### src/include/fmsd_pkg.sv
// constants and carrier types for the floating multiply/subtract datapath
// assumes one processor clock; operands are ones-complement words
package fmsd_pkg;

   ////////////////////////////////////////////////////////////////////////
   // word layout
   localparam int WORD_W = 36;
   localparam int DWORD_W = 72;
   localparam int SP_SIGN = 35;
   localparam int SP_CHAR_MSB = 34;
   localparam int SP_CHAR_LSB = 27;
   localparam int SP_CHAR_W = 8;
   localparam int DP_SIGN = 71;
   localparam int DP_CHAR_MSB = 70;
   localparam int DP_CHAR_LSB = 60;
   localparam int DP_CHAR_W = 11;

   ////////////////////////////////////////////////////////////////////////
   // mantissa multiply geometry
   localparam int SP_ITER = 14;
   localparam int DP_ITER = 30;
   localparam int CNT_W = 5;
   localparam int SP_TERM_SH = 36;
   localparam int SP_NORM_BIT = 62;
   localparam int DP_NORM_BIT = 59;
   localparam int LO_SHIFT = 9;

   ////////////////////////////////////////////////////////////////////////
   // characteristic adders and bias figures (octal in comments)
   localparam int SP_ADDER_W = 9;
   localparam int DP_ADDER_W = 12;
   localparam logic [8:0] SP_SUB_HI = 9'h080;    // 200
   localparam logic [8:0] SP_SUB_HI_NS = 9'h081; // 201
   localparam logic [8:0] SP_SUB_LO = 9'h09B;    // 233
   localparam logic [8:0] SP_SUB_LO_NS = 9'h09C; // 234
   localparam logic [8:0] SP_CHAR_MAX = 9'h0FF;  // 377
   localparam logic [11:0] DP_SUB = 12'h400;     // 2000
   localparam logic [11:0] DP_SUB_NS = 12'h401;  // 2001
   localparam logic [11:0] DP_CHAR_MAX = 12'h7FF; // 3777

   ////////////////////////////////////////////////////////////////////////
   // types
   typedef enum logic [1:0] {OP_ADD, OP_SUB, OP_MUL} fmsd_op_t;
   typedef enum logic [1:0] {FLT_NONE, FLT_OVF, FLT_UNF, FLT_ABORT}
      fmsd_fault_t;
   typedef enum logic [2:0] {ST_IDLE, ST_MULT, ST_EXTRA, ST_NORM, ST_PACK,
      ST_ADDW} fmsd_phase_t;

   typedef struct packed {
      fmsd_op_t op;
      logic dp;
      logic [DWORD_W-1:0] a;
      logic [DWORD_W-1:0] b;
   } fmsd_req_t;

   typedef struct packed {
      logic dp;
      logic [DWORD_W-1:0] a;
      logic [DWORD_W-1:0] b;
   } fmsd_addreq_t;

   typedef struct packed {
      logic [WORD_W-1:0] hi;
      logic [WORD_W-1:0] lo;
      fmsd_fault_t fault;
   } fmsd_rsp_t;

   typedef struct packed {
      fmsd_phase_t phase;
      logic dp;
      logic neg;
      logic keep;
      logic supp;
      logic shifted;
      logic carry;
      logic [CNT_W-1:0] cnt;
      logic [DP_CHAR_W-1:0] ca;
      logic [DP_CHAR_W-1:0] cb;
      logic [DWORD_W-1:0] mcand;
      logic [DWORD_W-1:0] mplier;
      logic [DWORD_W-1:0] acc;
      logic busy;
      logic done;
      logic add_vld;
      fmsd_addreq_t add_req;
      fmsd_rsp_t rsp;
   } fmsd_regs_t;

endpackage

### src/rtl/fmsd_char_arith.sv
// characteristic adder: sum of two saved characteristics less a bias
// assumes characteristics are already made positive by the caller
`timescale 1ns/1ps
module fmsd_char_arith
#(
   parameter int W = 9
)
(
   // saved operand characteristics
   input wire logic [W-2:0] char_a,
   input wire logic [W-2:0] char_b,
   // bias to take off and largest legal result
   input wire logic [W-1:0] bias,
   input wire logic [W-1:0] limit,
   // result and range flags
   output logic [W-1:0] char_out,
   output logic ovf,
   output logic unf
);

   logic [W-1:0] sum;
   logic [W:0] diff;

   if (W < 3)
   begin : g_bad_width
      $error("fmsd_char_arith: width too small");
   end

   ////////////////////////////////////////////////////////////////////////
   // one extra bit carries the sign of the difference
   always_comb
   begin
      sum = {1'b0, char_a} + {1'b0, char_b};
      diff = {1'b0, sum} - {1'b0, bias};
      unf = diff[W];
      ovf = !diff[W] && (diff[W-1:0] > limit);
      char_out = diff[W-1:0];
   end

endmodule

### src/rtl/fmsd_datapath.sv
// floating subtract and multiply datapath for ones-complement words
// assumes the control section holds req stable with the start pulse and
// that an external floating adder answers add_req with one add_rsp_vld
`timescale 1ns/1ps

////////////////////////////////////////////////////////////////////////////
// Summary of operation
// - subtract: adder gets complemented subtrahend
// - difference normalized by adder, residue unchecked
// - unnormalized multiply inputs give unspecified result
// - single multiply loads two 36-bit operands
// - product sign from operand signs, zero is +0 unless keep bit
// - clear single characteristic fields and accumulator
// - fourteen radix-four steps, then one left shift
// - rotate left until bit 62 set
// - nine-bit adder sums characteristics, bias 400
// - no shift: take off 200 and 233
// - shifted: take off 201 and 234
// - nonzero high word: overflow or underflow aborts
// - pack high characteristic, complement if signs differ
// - zero high mantissa: clear unless keep bit
// - zero mantissa range error: no fault raised
// - low word: shift nine, insert characteristic, complement
// - low underflow clears to +0, keep bit ignored
// - double multiply loads 72-bit, clears 70..60
// - thirty steps, extra add on final 11
// - keep top sixty bits, rotate if bit 59 clear
// - twelve-bit adder, take off 2000 or 2001
// - double overflow aborts; underflow faults or clears
// - zero double product +0, else pack, complement
module fmsd_datapath
#(
   parameter int SP_STEPS = fmsd_pkg::SP_ITER,
   parameter int DP_STEPS = fmsd_pkg::DP_ITER
)
(
   // clock and reset
   input wire logic ref_clk,
   input wire logic srst,
   // request from the control section
   input wire logic start,
   input wire fmsd_pkg::fmsd_req_t req,
   // processor state bits
   input wire logic keep_char_on_zero_mantissa,
   input wire logic dp_underflow_suppress,
   // answer to the control section
   output logic busy,
   output logic done,
   output fmsd_pkg::fmsd_rsp_t rsp,
   // floating adder shared with addition
   output logic add_req_vld,
   output fmsd_pkg::fmsd_addreq_t add_req,
   input wire logic add_rsp_vld,
   input wire fmsd_pkg::fmsd_rsp_t add_rsp
);

   localparam logic [4:0] SP_LAST = 5'(SP_STEPS - 1);
   localparam logic [4:0] DP_LAST = 5'(DP_STEPS - 1);
   localparam int W = fmsd_pkg::WORD_W;
   localparam int DW = fmsd_pkg::DWORD_W;

   if (SP_STEPS != fmsd_pkg::SP_ITER || DP_STEPS < 1
      || DP_STEPS > fmsd_pkg::DP_ITER)
   begin : g_bad_steps
      $error("fmsd_datapath: step counts the datapath cannot serve");
   end

   fmsd_pkg::fmsd_regs_t s_q;
   fmsd_pkg::fmsd_regs_t s_d;

   logic [DW-1:0] term;
   logic [DW-1:0] step_acc;
   logic step_carry;
   logic in_extra;
   logic [8:0] chi;
   logic [8:0] clo;
   logic [11:0] cdp;
   logic hi_ovf;
   logic hi_unf;
   logic lo_unf;
   logic dp_ovf;
   logic dp_unf;
   logic hi_mant_zero;
   logic in_mult;

   ////////////////////////////////////////////////////////////////////////
   // conditional ones complement, used on operands and results
   function automatic logic [71:0] cmp_if(input logic [71:0] x,
      input logic neg);
      cmp_if = neg ? ~x : x;
   endfunction

   ////////////////////////////////////////////////////////////////////////
   // shared multiply step; single precision adds at the upper position
   assign in_extra = s_q.phase == fmsd_pkg::ST_EXTRA;
   assign in_mult = s_q.phase == fmsd_pkg::ST_MULT;
   assign term = s_q.dp ? s_q.mcand : (s_q.mcand << fmsd_pkg::SP_TERM_SH);

   fmsd_mul_step u_step
   (
      .acc(s_q.acc),
      .term(term),
      .pair(in_extra ? 2'b00 : s_q.mplier[1:0]),
      .carry_in(s_q.carry),
      .shift_en(!in_extra),
      .acc_next(step_acc),
      .carry_out(step_carry)
   );

   ////////////////////////////////////////////////////////////////////////
   // characteristic arithmetic for both words and both precisions
   fmsd_char_arith #(.W(fmsd_pkg::SP_ADDER_W)) u_char_hi
   (
      .char_a(s_q.ca[fmsd_pkg::SP_CHAR_W-1:0]),
      .char_b(s_q.cb[fmsd_pkg::SP_CHAR_W-1:0]),
      .bias(s_q.shifted ? fmsd_pkg::SP_SUB_HI_NS : fmsd_pkg::SP_SUB_HI),
      .limit(fmsd_pkg::SP_CHAR_MAX),
      .char_out(chi),
      .ovf(hi_ovf),
      .unf(hi_unf)
   );

   fmsd_char_arith #(.W(fmsd_pkg::SP_ADDER_W)) u_char_lo
   (
      .char_a(s_q.ca[fmsd_pkg::SP_CHAR_W-1:0]),
      .char_b(s_q.cb[fmsd_pkg::SP_CHAR_W-1:0]),
      .bias(s_q.shifted ? fmsd_pkg::SP_SUB_LO_NS : fmsd_pkg::SP_SUB_LO),
      .limit(fmsd_pkg::SP_CHAR_MAX),
      .char_out(clo),
      .ovf(),
      .unf(lo_unf)
   );

   fmsd_char_arith #(.W(fmsd_pkg::DP_ADDER_W)) u_char_dp
   (
      .char_a(s_q.ca),
      .char_b(s_q.cb),
      .bias(s_q.shifted ? fmsd_pkg::DP_SUB_NS : fmsd_pkg::DP_SUB),
      .limit(fmsd_pkg::DP_CHAR_MAX),
      .char_out(cdp),
      .ovf(dp_ovf),
      .unf(dp_unf)
   );

   assign hi_mant_zero = s_q.acc[fmsd_pkg::SP_NORM_BIT:W] == '0;

   ////////////////////////////////////////////////////////////////////////
   // sequencer: unpack, multiply, normalize, pack, or hand to the adder
   always_comb
   begin
      logic [DW-1:0] pa;
      logic [DW-1:0] pb;
      logic [DW-1:0] wd;
      logic [W-1:0] wh;
      logic [W-1:0] wl;
      logic sa;
      logic sb;
      pa = '0;
      pb = '0;
      wd = '0;
      wh = '0;
      wl = '0;
      sa = 1'b0;
      sb = 1'b0;
      s_d = s_q;
      s_d.done = 1'b0;
      s_d.add_vld = 1'b0;
      case (s_q.phase)
         fmsd_pkg::ST_IDLE:
         begin
            if (start)
            begin
               s_d.busy = 1'b1;
               s_d.dp = req.dp;
               s_d.keep = keep_char_on_zero_mantissa;
               s_d.supp = dp_underflow_suppress;
               case (req.op)
                  fmsd_pkg::OP_MUL:
                  begin
                     // no normalization check on inputs; the result for
                     // unnormalized operands is simply what falls out
                     sa = req.dp ? req.a[fmsd_pkg::DP_SIGN]
                        : req.a[fmsd_pkg::SP_SIGN];
                     sb = req.dp ? req.b[fmsd_pkg::DP_SIGN]
                        : req.b[fmsd_pkg::SP_SIGN];
                     s_d.neg = sa ^ sb;
                     pa = cmp_if(req.a, sa);
                     pb = cmp_if(req.b, sb);
                     s_d.acc = '0;
                     s_d.carry = 1'b0;
                     s_d.cnt = '0;
                     s_d.shifted = 1'b0;
                     s_d.phase = fmsd_pkg::ST_MULT;
                     if (req.dp)
                     begin
                        // characteristics saved, fields cleared
                        s_d.ca = pa[fmsd_pkg::DP_CHAR_MSB:
                           fmsd_pkg::DP_CHAR_LSB];
                        s_d.cb = pb[fmsd_pkg::DP_CHAR_MSB:
                           fmsd_pkg::DP_CHAR_LSB];
                        s_d.mcand = {12'h000,
                           pa[fmsd_pkg::DP_CHAR_LSB-1:0]};
                        s_d.mplier = {12'h000,
                           pb[fmsd_pkg::DP_CHAR_LSB-1:0]};
                     end
                     else
                     begin
                        // 36-bit operands in the low word
                        s_d.ca = {3'h0, pa[fmsd_pkg::SP_CHAR_MSB:
                           fmsd_pkg::SP_CHAR_LSB]};
                        s_d.cb = {3'h0, pb[fmsd_pkg::SP_CHAR_MSB:
                           fmsd_pkg::SP_CHAR_LSB]};
                        s_d.mcand = {45'h0,
                           pa[fmsd_pkg::SP_CHAR_LSB-1:0]};
                        s_d.mplier = {45'h0,
                           pb[fmsd_pkg::SP_CHAR_LSB-1:0]};
                     end
                  end
                  fmsd_pkg::OP_ADD, fmsd_pkg::OP_SUB:
                  begin
                     // subtraction reuses the add path with operand b complemented
                     s_d.add_vld = 1'b1;
                     s_d.add_req.dp = req.dp;
                     s_d.add_req.a = req.a;
                     s_d.add_req.b = req.b;
                     if (req.op == fmsd_pkg::OP_SUB)
                     begin
                        s_d.add_req.b = req.dp ? ~req.b
                           : {36'h0, ~req.b[W-1:0]};
                     end
                     s_d.phase = fmsd_pkg::ST_ADDW;
                  end
                  default:
                  begin
                     // unknown code answers at once with abort
                     s_d.rsp = '{hi: '0, lo: '0,
                        fault: fmsd_pkg::FLT_ABORT};
                     s_d.done = 1'b1;
                     s_d.busy = 1'b0;
                  end
               endcase
            end
         end
         fmsd_pkg::ST_MULT:
         begin
            // two multiplier bits per major cycle
            s_d.acc = step_acc;
            s_d.carry = step_carry;
            s_d.mplier = s_q.mplier >> 2;
            s_d.cnt = s_q.cnt + 5'h01;
            if (!s_q.dp && s_q.cnt == SP_LAST)
            begin
               s_d.acc = {step_acc[DW-2:0], 1'b0};
               s_d.phase = fmsd_pkg::ST_NORM;
            end
            else if (s_q.dp && s_q.cnt == DP_LAST)
            begin
               // a final 11 pair leaves a carry: one more add
               s_d.phase = step_carry ? fmsd_pkg::ST_EXTRA
                  : fmsd_pkg::ST_NORM;
            end
         end
         fmsd_pkg::ST_EXTRA:
         begin
            s_d.acc = step_acc;
            s_d.carry = 1'b0;
            s_d.phase = fmsd_pkg::ST_NORM;
         end
         fmsd_pkg::ST_NORM:
         begin
            // a zero product would never set the bit, so it is skipped
            if (s_q.dp)
            begin
               if (s_q.acc != '0 && !s_q.acc[fmsd_pkg::DP_NORM_BIT])
               begin
                  s_d.acc = {s_q.acc[DW-2:0], s_q.acc[DW-1]};
                  s_d.shifted = 1'b1;
               end
               s_d.phase = fmsd_pkg::ST_PACK;
            end
            else if (s_q.acc != '0 && !s_q.acc[fmsd_pkg::SP_NORM_BIT])
            begin
               s_d.acc = {s_q.acc[DW-2:0], s_q.acc[DW-1]};
               s_d.shifted = 1'b1;
            end
            else
            begin
               s_d.phase = fmsd_pkg::ST_PACK;
            end
         end
         fmsd_pkg::ST_PACK:
         begin
            s_d.rsp.fault = fmsd_pkg::FLT_NONE;
            if (s_q.dp)
            begin
               if (s_q.acc == '0)
               begin
                  wd = '0;
               end
               else if (dp_ovf)
               begin
                  s_d.rsp.fault = fmsd_pkg::FLT_OVF;
               end
               else if (dp_unf)
               begin
                  // suppressed underflow stores +0 instead
                  if (!s_q.supp)
                  begin
                     s_d.rsp.fault = fmsd_pkg::FLT_UNF;
                  end
               end
               else
               begin
                  wd = cmp_if({1'b0, cdp[fmsd_pkg::DP_CHAR_W-1:0],
                     s_q.acc[fmsd_pkg::DP_CHAR_LSB-1:0]},
                     s_q.neg);
               end
               s_d.rsp.hi = wd[DW-1:W];
               s_d.rsp.lo = wd[W-1:0];
            end
            else if (!hi_mant_zero && hi_ovf)
            begin
               s_d.rsp = '{hi: '0, lo: '0,
                  fault: fmsd_pkg::FLT_OVF};
            end
            else if (!hi_mant_zero && hi_unf)
            begin
               s_d.rsp = '{hi: '0, lo: '0,
                  fault: fmsd_pkg::FLT_UNF};
            end
            else
            begin
               // high word: characteristic then sign
               wd = cmp_if({36'h0, 1'b0, chi[fmsd_pkg::SP_CHAR_W-1:0],
                  s_q.acc[fmsd_pkg::SP_NORM_BIT:W]}, s_q.neg);
               wh = wd[W-1:0];
               if (hi_mant_zero)
               begin
                  if (!s_q.keep)
                  begin
                     wh = '0;
                  end
                  else if (hi_ovf || hi_unf)
                  begin
                     // characteristic follows the zero mantissa's sign
                     wh = {W{s_q.neg}};
                  end
               end
               // low word, keep bit plays no part
               wd = cmp_if({36'h0, 1'b0, clo[fmsd_pkg::SP_CHAR_W-1:0],
                  s_q.acc[W-1:fmsd_pkg::LO_SHIFT]}, s_q.neg);
               wl = (lo_unf || s_q.acc == '0) ? '0 : wd[W-1:0];
               s_d.rsp.hi = wh;
               s_d.rsp.lo = wl;
            end
            s_d.done = 1'b1;
            s_d.busy = 1'b0;
            s_d.phase = fmsd_pkg::ST_IDLE;
         end
         fmsd_pkg::ST_ADDW:
         begin
            // the adder normalizes the difference; residue as it comes
            if (add_rsp_vld)
            begin
               s_d.rsp = add_rsp;
               s_d.done = 1'b1;
               s_d.busy = 1'b0;
               s_d.phase = fmsd_pkg::ST_IDLE;
            end
         end
         default:
         begin
            s_d.phase = fmsd_pkg::ST_IDLE;
            s_d.busy = 1'b0;
         end
      endcase
   end

   ////////////////////////////////////////////////////////////////////////
   // state register
   always_ff @(posedge ref_clk)
   begin
      if (srst)
      begin
         s_q <= '0;
      end
      else
      begin
         s_q <= s_d;
      end
   end

   assign busy = s_q.busy;
   assign done = s_q.done;
   assign rsp = s_q.rsp;
   assign add_req_vld = s_q.add_vld;
   assign add_req = s_q.add_req;
endmodule

### src/rtl/fmsd_mul_step.sv
// one major cycle of the mantissa multiply: add then optional shift
// assumes positive multiplicand; accumulator is held two's complement
`timescale 1ns/1ps
module fmsd_mul_step
(
   // accumulator and addend
   input wire logic [71:0] acc,
   input wire logic [71:0] term,
   // multiplier pair and pending carry
   input wire logic [1:0] pair,
   input wire logic carry_in,
   input wire logic shift_en,
   // result
   output logic [71:0] acc_next,
   output logic carry_out
);

   logic [2:0] digit;
   logic [71:0] addend;
   logic [71:0] sum;

   ////////////////////////////////////////////////////////////////////////
   // pair 11 is taken as minus one plus a carry, so only 1x and 2x adds
   always_comb
   begin
      digit = {1'b0, pair} + {2'b00, carry_in};
      addend = '0;
      carry_out = 1'b0;
      case (digit)
         3'h1: addend = term;
         3'h2: addend = {term[70:0], 1'b0};
         3'h3:
         begin
            addend = ~term + 72'h1;
            carry_out = 1'b1;
         end
         3'h4: carry_out = 1'b1;
         default: addend = '0;
      endcase
      sum = acc + addend;
      // arithmetic shift keeps a transient negative sum correct
      acc_next = shift_en ? {{2{sum[71]}}, sum[71:2]} : sum;
   end

endmodule

### config.mk
export PLATFORM = sky130hd
export DESIGN_NAME = fmsd_datapath
export DESIGN_NICKNAME = d
export VERILOG_FILES = /design/src/include/fmsd_pkg.sv /design/src/rtl/fmsd_char_arith.sv /design/src/rtl/fmsd_datapath.sv /design/src/rtl/fmsd_mul_step.sv
export SDC_FILE = /design/constraint.sdc
export NUM_CORES = 2
export LEC_CHECK = 0
export ABC_AREA = 1
export BUFFER_PORTS_ARGS = -buffer_cell sky130_fd_sc_hd__buf_2
export CAP_MARGIN = 10
export CORE_MARGIN = 4
export CORE_UTILIZATION = 40
export CTS_CLUSTER_SIZE = 16
export DETAILED_ROUTE_END_ITERATION = 8
export SLEW_MARGIN = 40
export SYNTH_ARGS = -nofsm -noshare
export SYNTH_HDL_FRONTEND = slang
export SYNTH_SLANG_ARGS = --single-unit
### constraint.sdc
create_clock -name ref_clk -period 12 [get_ports ref_clk]
set_input_delay 1.2 -clock ref_clk [delete_from_list [all_inputs] [get_ports ref_clk]]
set_output_delay 1.2 -clock ref_clk [all_outputs]
set_load 0.05 [all_outputs]
# Yosys cells after proc, flatten, opt, wreduce, memory -nomap -nowiden
# Cells that the tools add are included.
[op_classes]
n_mux = 64
reduce_logical = 41
div_mod_pow = 0
n_mul = 0
magnitude_cmp = 2
bitwise_logic = 11
n_shift = 0
add_sub_neg = 9
n_eq_ne = 22
[ops]
columns = ["operator", "n"]
rows = [
  ["two-way mux 72 bit", 12],
  ["two-way mux 474 bit", 1],
  ["two-way mux 74 bit", 4],
  ["case mux 72 bit (4 select lines)", 1],
  ["two-way mux 245 bit", 1],
  ["case mux 74 bit (3 select lines)", 1],
  ["two-way mux 36 bit", 6],
  ["case mux 72 bit (3 select lines)", 1],
  ["two-way mux 71 bit", 3],
  ["two-way mux 166 bit", 1],
  ["two-way mux 146 bit", 1],
  ["inverter 72 bit", 2],
  ["case mux 72 bit (2 select lines)", 1],
  ["adder 72 x 1 -> 72 bit (second input constant)", 1],
  ["adder 72 bit", 1],
  ["zero test 72 bit", 1],
  ["inverter 35 -> 36 bit", 2],
  ["inverter 71 -> 72 bit", 1],
  ["nonzero test 72 bit", 1],
  ["inverter 71 bit", 1],
  ["inverter 36 bit", 1],
  ["zero test 27 bit", 1],
  ["subtractor 9 x 8 -> 10 bit", 2],
  ["two-way mux 3 bit", 6],
  ["41 further kinds", 96],
]
[word_totals]
input_bits = 227
out_inout_bits = 222
ff_bits = 474
memories = 0
ramBits = 0
latchBits = 0
mem_bits_ro = 0

# Logic depth before layout (Yosys ltp)
[depth]
depth_word = 12
mapped_depth = 39
mapped_depth_nobuf = 37

# Hierarchy
# A second synthesis with hierarchy kept.
[hier_totals]
hier_cells = 6342
hier_area_um2 = 39063.7
[by_module_without_submodules]
columns = ["mod", "seq_area_each_um2", "area_each_um2", "cells_per_inst", "n_inst"]
rows = [
  ["fmsd_datapath", 9008.6, 25922.4, 3810, 1],
  ["fmsd_mul_step", 0.0, 9778.1, 1978, 1],
  ["fmsd_char_arith at u_char_hi ...", 0.0, 987.2, 160, 2],
  ["fmsd_char_arith at u_char_dp", 0.0, 1388.8, 234, 1],
]

# Worst setup path before layout
# No wires, ideal clock.
[synth_path]
kind = "reg2reg"
startpoint = "reg s_q[473] in the netlist's numbering"
endpoint = "reg s_q[255] in the netlist's numbering"
arrival_ns = 4.309
t_required_ns = 11.930
setup_slack_ns = 7.621
stages_incl_launch_ff = 29
path_cell_list = "dfxtp_1 -> inv_1 -> nand3_1 -> clkbuf_1 -> clkbuf_1 -> nand2_1 -> inv_1 -> ha_1 -> inv_1 -> nor2_1 -> buf_2 -> buf_1 -> nand2_1 -> o221ai_1 -> fa_1 -> nand2_1 -> nand2_1 -> o21ai_2 -> o21ai_0 -> nand2_1 -> nand2_1 -> a21oi_1 -> o21ai_0 -> or2_2 -> nand3_1 -> nand3_1 -> nand3_1 -> nand2_1 -> a21oi_1"
[synth_via]
elab_chain_cells = 9
[synth_lines]
columns = ["item", "line_no", "text"]
rows = [
  ["from (decl)", "fmsd_datapath.sv:68", "fmsd_pkg::fmsd_regs_t s_q;"],
  ["from (signal assigned)", "fmsd_datapath.sv:385", "s_q <= '0;"],
  ["from (signal assigned)", "fmsd_datapath.sv:389", "s_q <= s_d;"],
  ["== test 3 x 2 -> 1 bit", "fmsd_datapath.sv:95, fmsd_datapath.sv:168", ""],
  ["two-way mux 2 bit", "fmsd_datapath.sv:103", ".pair(in_extra ? 2'b00 : s_q.mplier[1:0]),"],
  ["adder 2 x 1 -> 3 bit", "fmsd_mul_step.sv:26", "digit = {1'b0, pair} + {2'b00, carry_in};"],
  ["== test 3 x 2 -> 1 bit / == test 3 x 1 -> 1 bit (equally long branches)", "fmsd_mul_step.sv:29", "case (digit)"],
  ["case mux 72 bit (3 select lines)", "fmsd_mul_step.sv:29", ""],
  ["adder 72 bit", "fmsd_mul_step.sv:40", "sum = acc + addend;"],
  ["two-way mux 71 bit", "fmsd_mul_step.sv:42", "acc_next = shift_en ? {{2{sum[71]}}, sum[71:2]} : sum;"],
  ["two-way mux 72 bit", "fmsd_datapath.sv:251", "if (!s_q.dp && s_q.cnt == SP_LAST)"],
  ["case mux 72 bit (4 select lines)", "fmsd_datapath.sv:168", "case (s_q.phase)"],
]
# Parallel ways exist; a longest one is shown, timed or not.
# A chain may end at the register's enable or synchronous reset.

# Final worst setup path
[layout_path]
startpoint = "reg s_q[470] in the netlist's numbering"
endpoint = "reg s_q[272] in the netlist's numbering"
[layout_via]
elab_chain_cells = 8
[layout_lines]
columns = ["item", "line_no", "text"]
rows = [
  ["two-way mux 72 bit", "fmsd_datapath.sv:97", "assign term = s_q.dp ? s_q.mcand : (s_q.mcand << fmsd_pkg::SP_TERM_SH);"],
  ["inverter 72 bit", "fmsd_mul_step.sv:34", "addend = ~term + 72'h1;"],
  ["adder 72 x 1 -> 72 bit", "fmsd_mul_step.sv:34", ""],
  ["case mux 72 bit (3 select lines)", "fmsd_mul_step.sv:29", ""],
  ["adder 72 bit", "fmsd_mul_step.sv:40", ""],
  ["two-way mux 71 bit", "fmsd_mul_step.sv:42", ""],
  ["two-way mux 72 bit", "fmsd_datapath.sv:251", ""],
  ["case mux 72 bit (4 select lines)", "fmsd_datapath.sv:168", ""],
]
# Parallel ways exist; a longest one is shown, timed or not.

==> flow_summary.ini <==
[run_status]
status = finished, final reports clean

[pwr]
pwr-share-seq_pct = 27.9
ir_drop_mv = 0.133
p_int_mw = 3.63
p_clk_share_pct = 23.4
netSwitchingPower_mw = 3.56
p_per_area_nw_per_um2 = 189
switching_share_pct = 49.5
p_leak_nw = 17.0
combPwrFrac_pct = 48.7

[timing]
setup_violations = 0
final_max_slew_viol_count = 0
relSlewSlack_pct = 37.7
fin_hold_ws_ns = 0.479
finalHoldViolCount = 0
skew_ns = 0.0319
fin_crit_sh_pct = 54.5
worst_pin_slew_ns = 0.934
rsz0062_at_grt = false
setup_ws_ns = 5.46
fmax_ghz = 0.153
period_needed_ns = 6.54
setup_tns_ns = 0

[placement]
place_ws_ns = 5.48
globalplace.congestion = 1.03
io_buffers = 448
dpl.hpwl_um = 110000
place_area_um2 = 36300

[clock_network]
cts_resized = 0
ctsLongestPathBuffers = 3
clock-sinks = 450
cts_setup_buffers = 0
htree_levels = 2
cts_hold_buf = 0
cts_buffers = 53
clk_pin_slew_ns = 0.06
worstSkewPairLatency_ns = 0.65
cts_tree = built
cts-root-buf = clkbuf_16

[synth]
synth_area_um2 = 35000
synthMostInstantiatedCell = nand2_1
syn-num-nets = 5792
synth_seq_area_share_pct = 25.8
async_reset_ff_share_pct = 0
synth_enable_flop_cells = 0
synth_cell_types = 65
postSynthCellCount = 5450
yosysTopAreaCell = dfxtp_1
synth.top_cells.by_count = nand2_1, a21oi_1, o21ai_0
yosys_warnings = 0
syn_area_per_cell_um2 = 6.42
synth_area_leaders = dfxtp_1, nand2_1, a21oi_1, o21ai_0, xor2_1
ys_seq_elements = 450
synth_top_cell_area_share_pct = 25.8
ys.flop_type = dfxtp_1

[grt]
antenna_found_initial = 12
overflow = 0
grt_pass1_vias = 34200
grt_pass1_wl_um = 212000
grt_max_degree = 124
grt_usage_pct = 29.0

[die]
die-height_um = 304
core_um2 = 86800
rows = 108
start_util_pct = 40.3
io_pins = 449
fp.dieArea_um2 = 92200
die_w_um = 304

[route]
wire_per_inst_um = 21.2
drc = 0
drt_iter0_markers = 3442
routed_via_density = 5.55
wl_um = 142000
final_antenna_net_count = 0
num_vias = 37100
dr.pass1.iters = 6

[critical_path]
crit_start = s_q[470]$_SDFFE_PP0P_
r2r-end = s_q[272]$_SDFFE_PP0P_
crit_fanout = 64
cp_num_buf_inv = 2
cp_slowest_cell = a21oi_1
critPathMaxStageDelay_ns = 0.59
r2r_slack_ns = 5.46
rr_worst_depth = 31
cpLargestDelayFamily = simple AND/OR/NAND/NOR gates
required_ns = 12.57
path_class = flip-flop to flip-flop
critPathCapture = s_q[272]$_SDFFE_PP0P_
r2r_start = s_q[470]$_SDFFE_PP0P_
cp.arrival_ns = 7.11
crit_cells = 31
start_kind = flip-flop
timing.critical_path.mode_cell = nand2_1
end_kind = flip-flop

[layout]
drive_gt1_share_pct = 12.8
stdcell_area_um2 = 38100
fin_nets = 5826
fin_util_pct = 43.9
area_growth_pct = 8.97

[hold_path]
hp-class = flip-flop to flip-flop

[run]
drv_cap = 0
-- metrics by stage --
stage | std cells | total power, mW
2_1_floorplan | 5450 | 4.73
3_3_place_gp | 6582 | 5.45
3_5_place_dp | 6583 | 5.47
5_1_grt | 6683 | 7.63
4_1_cts | 6679 | 7.17
6_report | 6687 | 7.19
-- metal layers --
layer	share of wire [%]	vias up	global-route usage (%)
met5	0.031	-	0
met4	3.8	6	9.85
met3	6.9	248	4.55
met2	45	1399	47.2
met1	44	17300	39.2
li1	-	18100	-
-- cells in the final DEF (no fill, tap or decap), drive strengths merged, types with 4 or more instances in the layout --
cell,n
a21boi,4
a21o,8
a21oi,598
a22oi,28
a31oi,64
and2,4
and3,4
buf,491
bufinv,5
clkbuf,68
clkinv,18
clkinvlp,5
dfxtp,450
diode,7
fa,5
ha,110
inv,487
nand2,1171
nand3,343
nand3b,19
nand4,74
nor2,442
nor3,40
nor4,19
o2111ai,10
o211ai,19
o21a,16
o21ai,573
o21bai,12
o221ai,66
o22ai,31
o32ai,7
or2,16
xnor2,87
xor2,214
-- worst min-delay path by stage --
stage | endpoint | cells past startpoint | start | slack (ns)
after floorplan | s_q[468]$_SDFFE_PP0P_ | 2 | s_q[468]$_SDFFE_PP0P_ | 0.43
final | s_q[332]$_SDFFE_PP0P_ | 2 | s_q[334]$_SDFFE_PP0P_ | 0.48
after CTS | busy$_SDFFE_PP0P_ | 2 | busy$_SDFFE_PP0P_ | 0.48
after detailed placement | busy$_SDFFE_PP0P_ | 2 | busy$_SDFFE_PP0P_ | 0.47
after global placement | busy$_SDFFE_PP0P_ | 2 | busy$_SDFFE_PP0P_ | 0.45
after global routing | s_q[419]$_SDFFE_PP0P_ | 2 | s_q[419]$_SDFFE_PP0P_ | 0.49
-- area by class of cell --
type	count	area (um^2)
fillers	9436	48600
multi-input cells	4001	21400
flip-flops and latches	450	9020
repair buffers	491	2600
inverters	487	1840
clock buffers	68	1460
well taps	1155	1450
clock inverters	28	325
diodes	7	17.5
-- power by group through the flow --
stage	Combinational, mW	Clock, mW	Sequential [mW]
final	3.50	1.68	2.00
after global routing	3.82	1.78	2.03
after CTS	3.45	1.71	2.00
after detailed placement	3.44	0	2.02
after global placement	3.43	0	2.02
after floorplan	2.80	0	1.93
-- sequential cells by signal, indices dropped and copies added, names as in the netlist --
name         cells
busy             1
done             1
s_q            228
add_req        145
rsp             74
add_req_vld      1
-- cells by family (layout without fill, tap and decap cells) --
group | Yosys count | in the layout | share of synthesized area, %
adder cells (fa/ha/maj) | 115 | 115 | 4.22
XOR/XNOR | 301 | 301 | 7.56
buffers and inverters | 999 | 1074 | 13.4
AND/OR/NAND/NOR | 2135 | 2135 | 26.1
flip-flops | 450 | 450 | 25.8
other | 0 | 7 | 0
AO/OA/AOI/OAI | 1448 | 1448 | 22.8
multiplexers | 2 | 2 | 0.0573
-- tightest hold or removal path, delay by kind of cell (launching register included) --
family             cells  cell delay (ns)
DFF                    1             0.30
AOI/OAI and AO/OA      1             0.07
and+or+nand+nor        1             0.06
No activity file was read; power rests on OpenSTA's default activity.
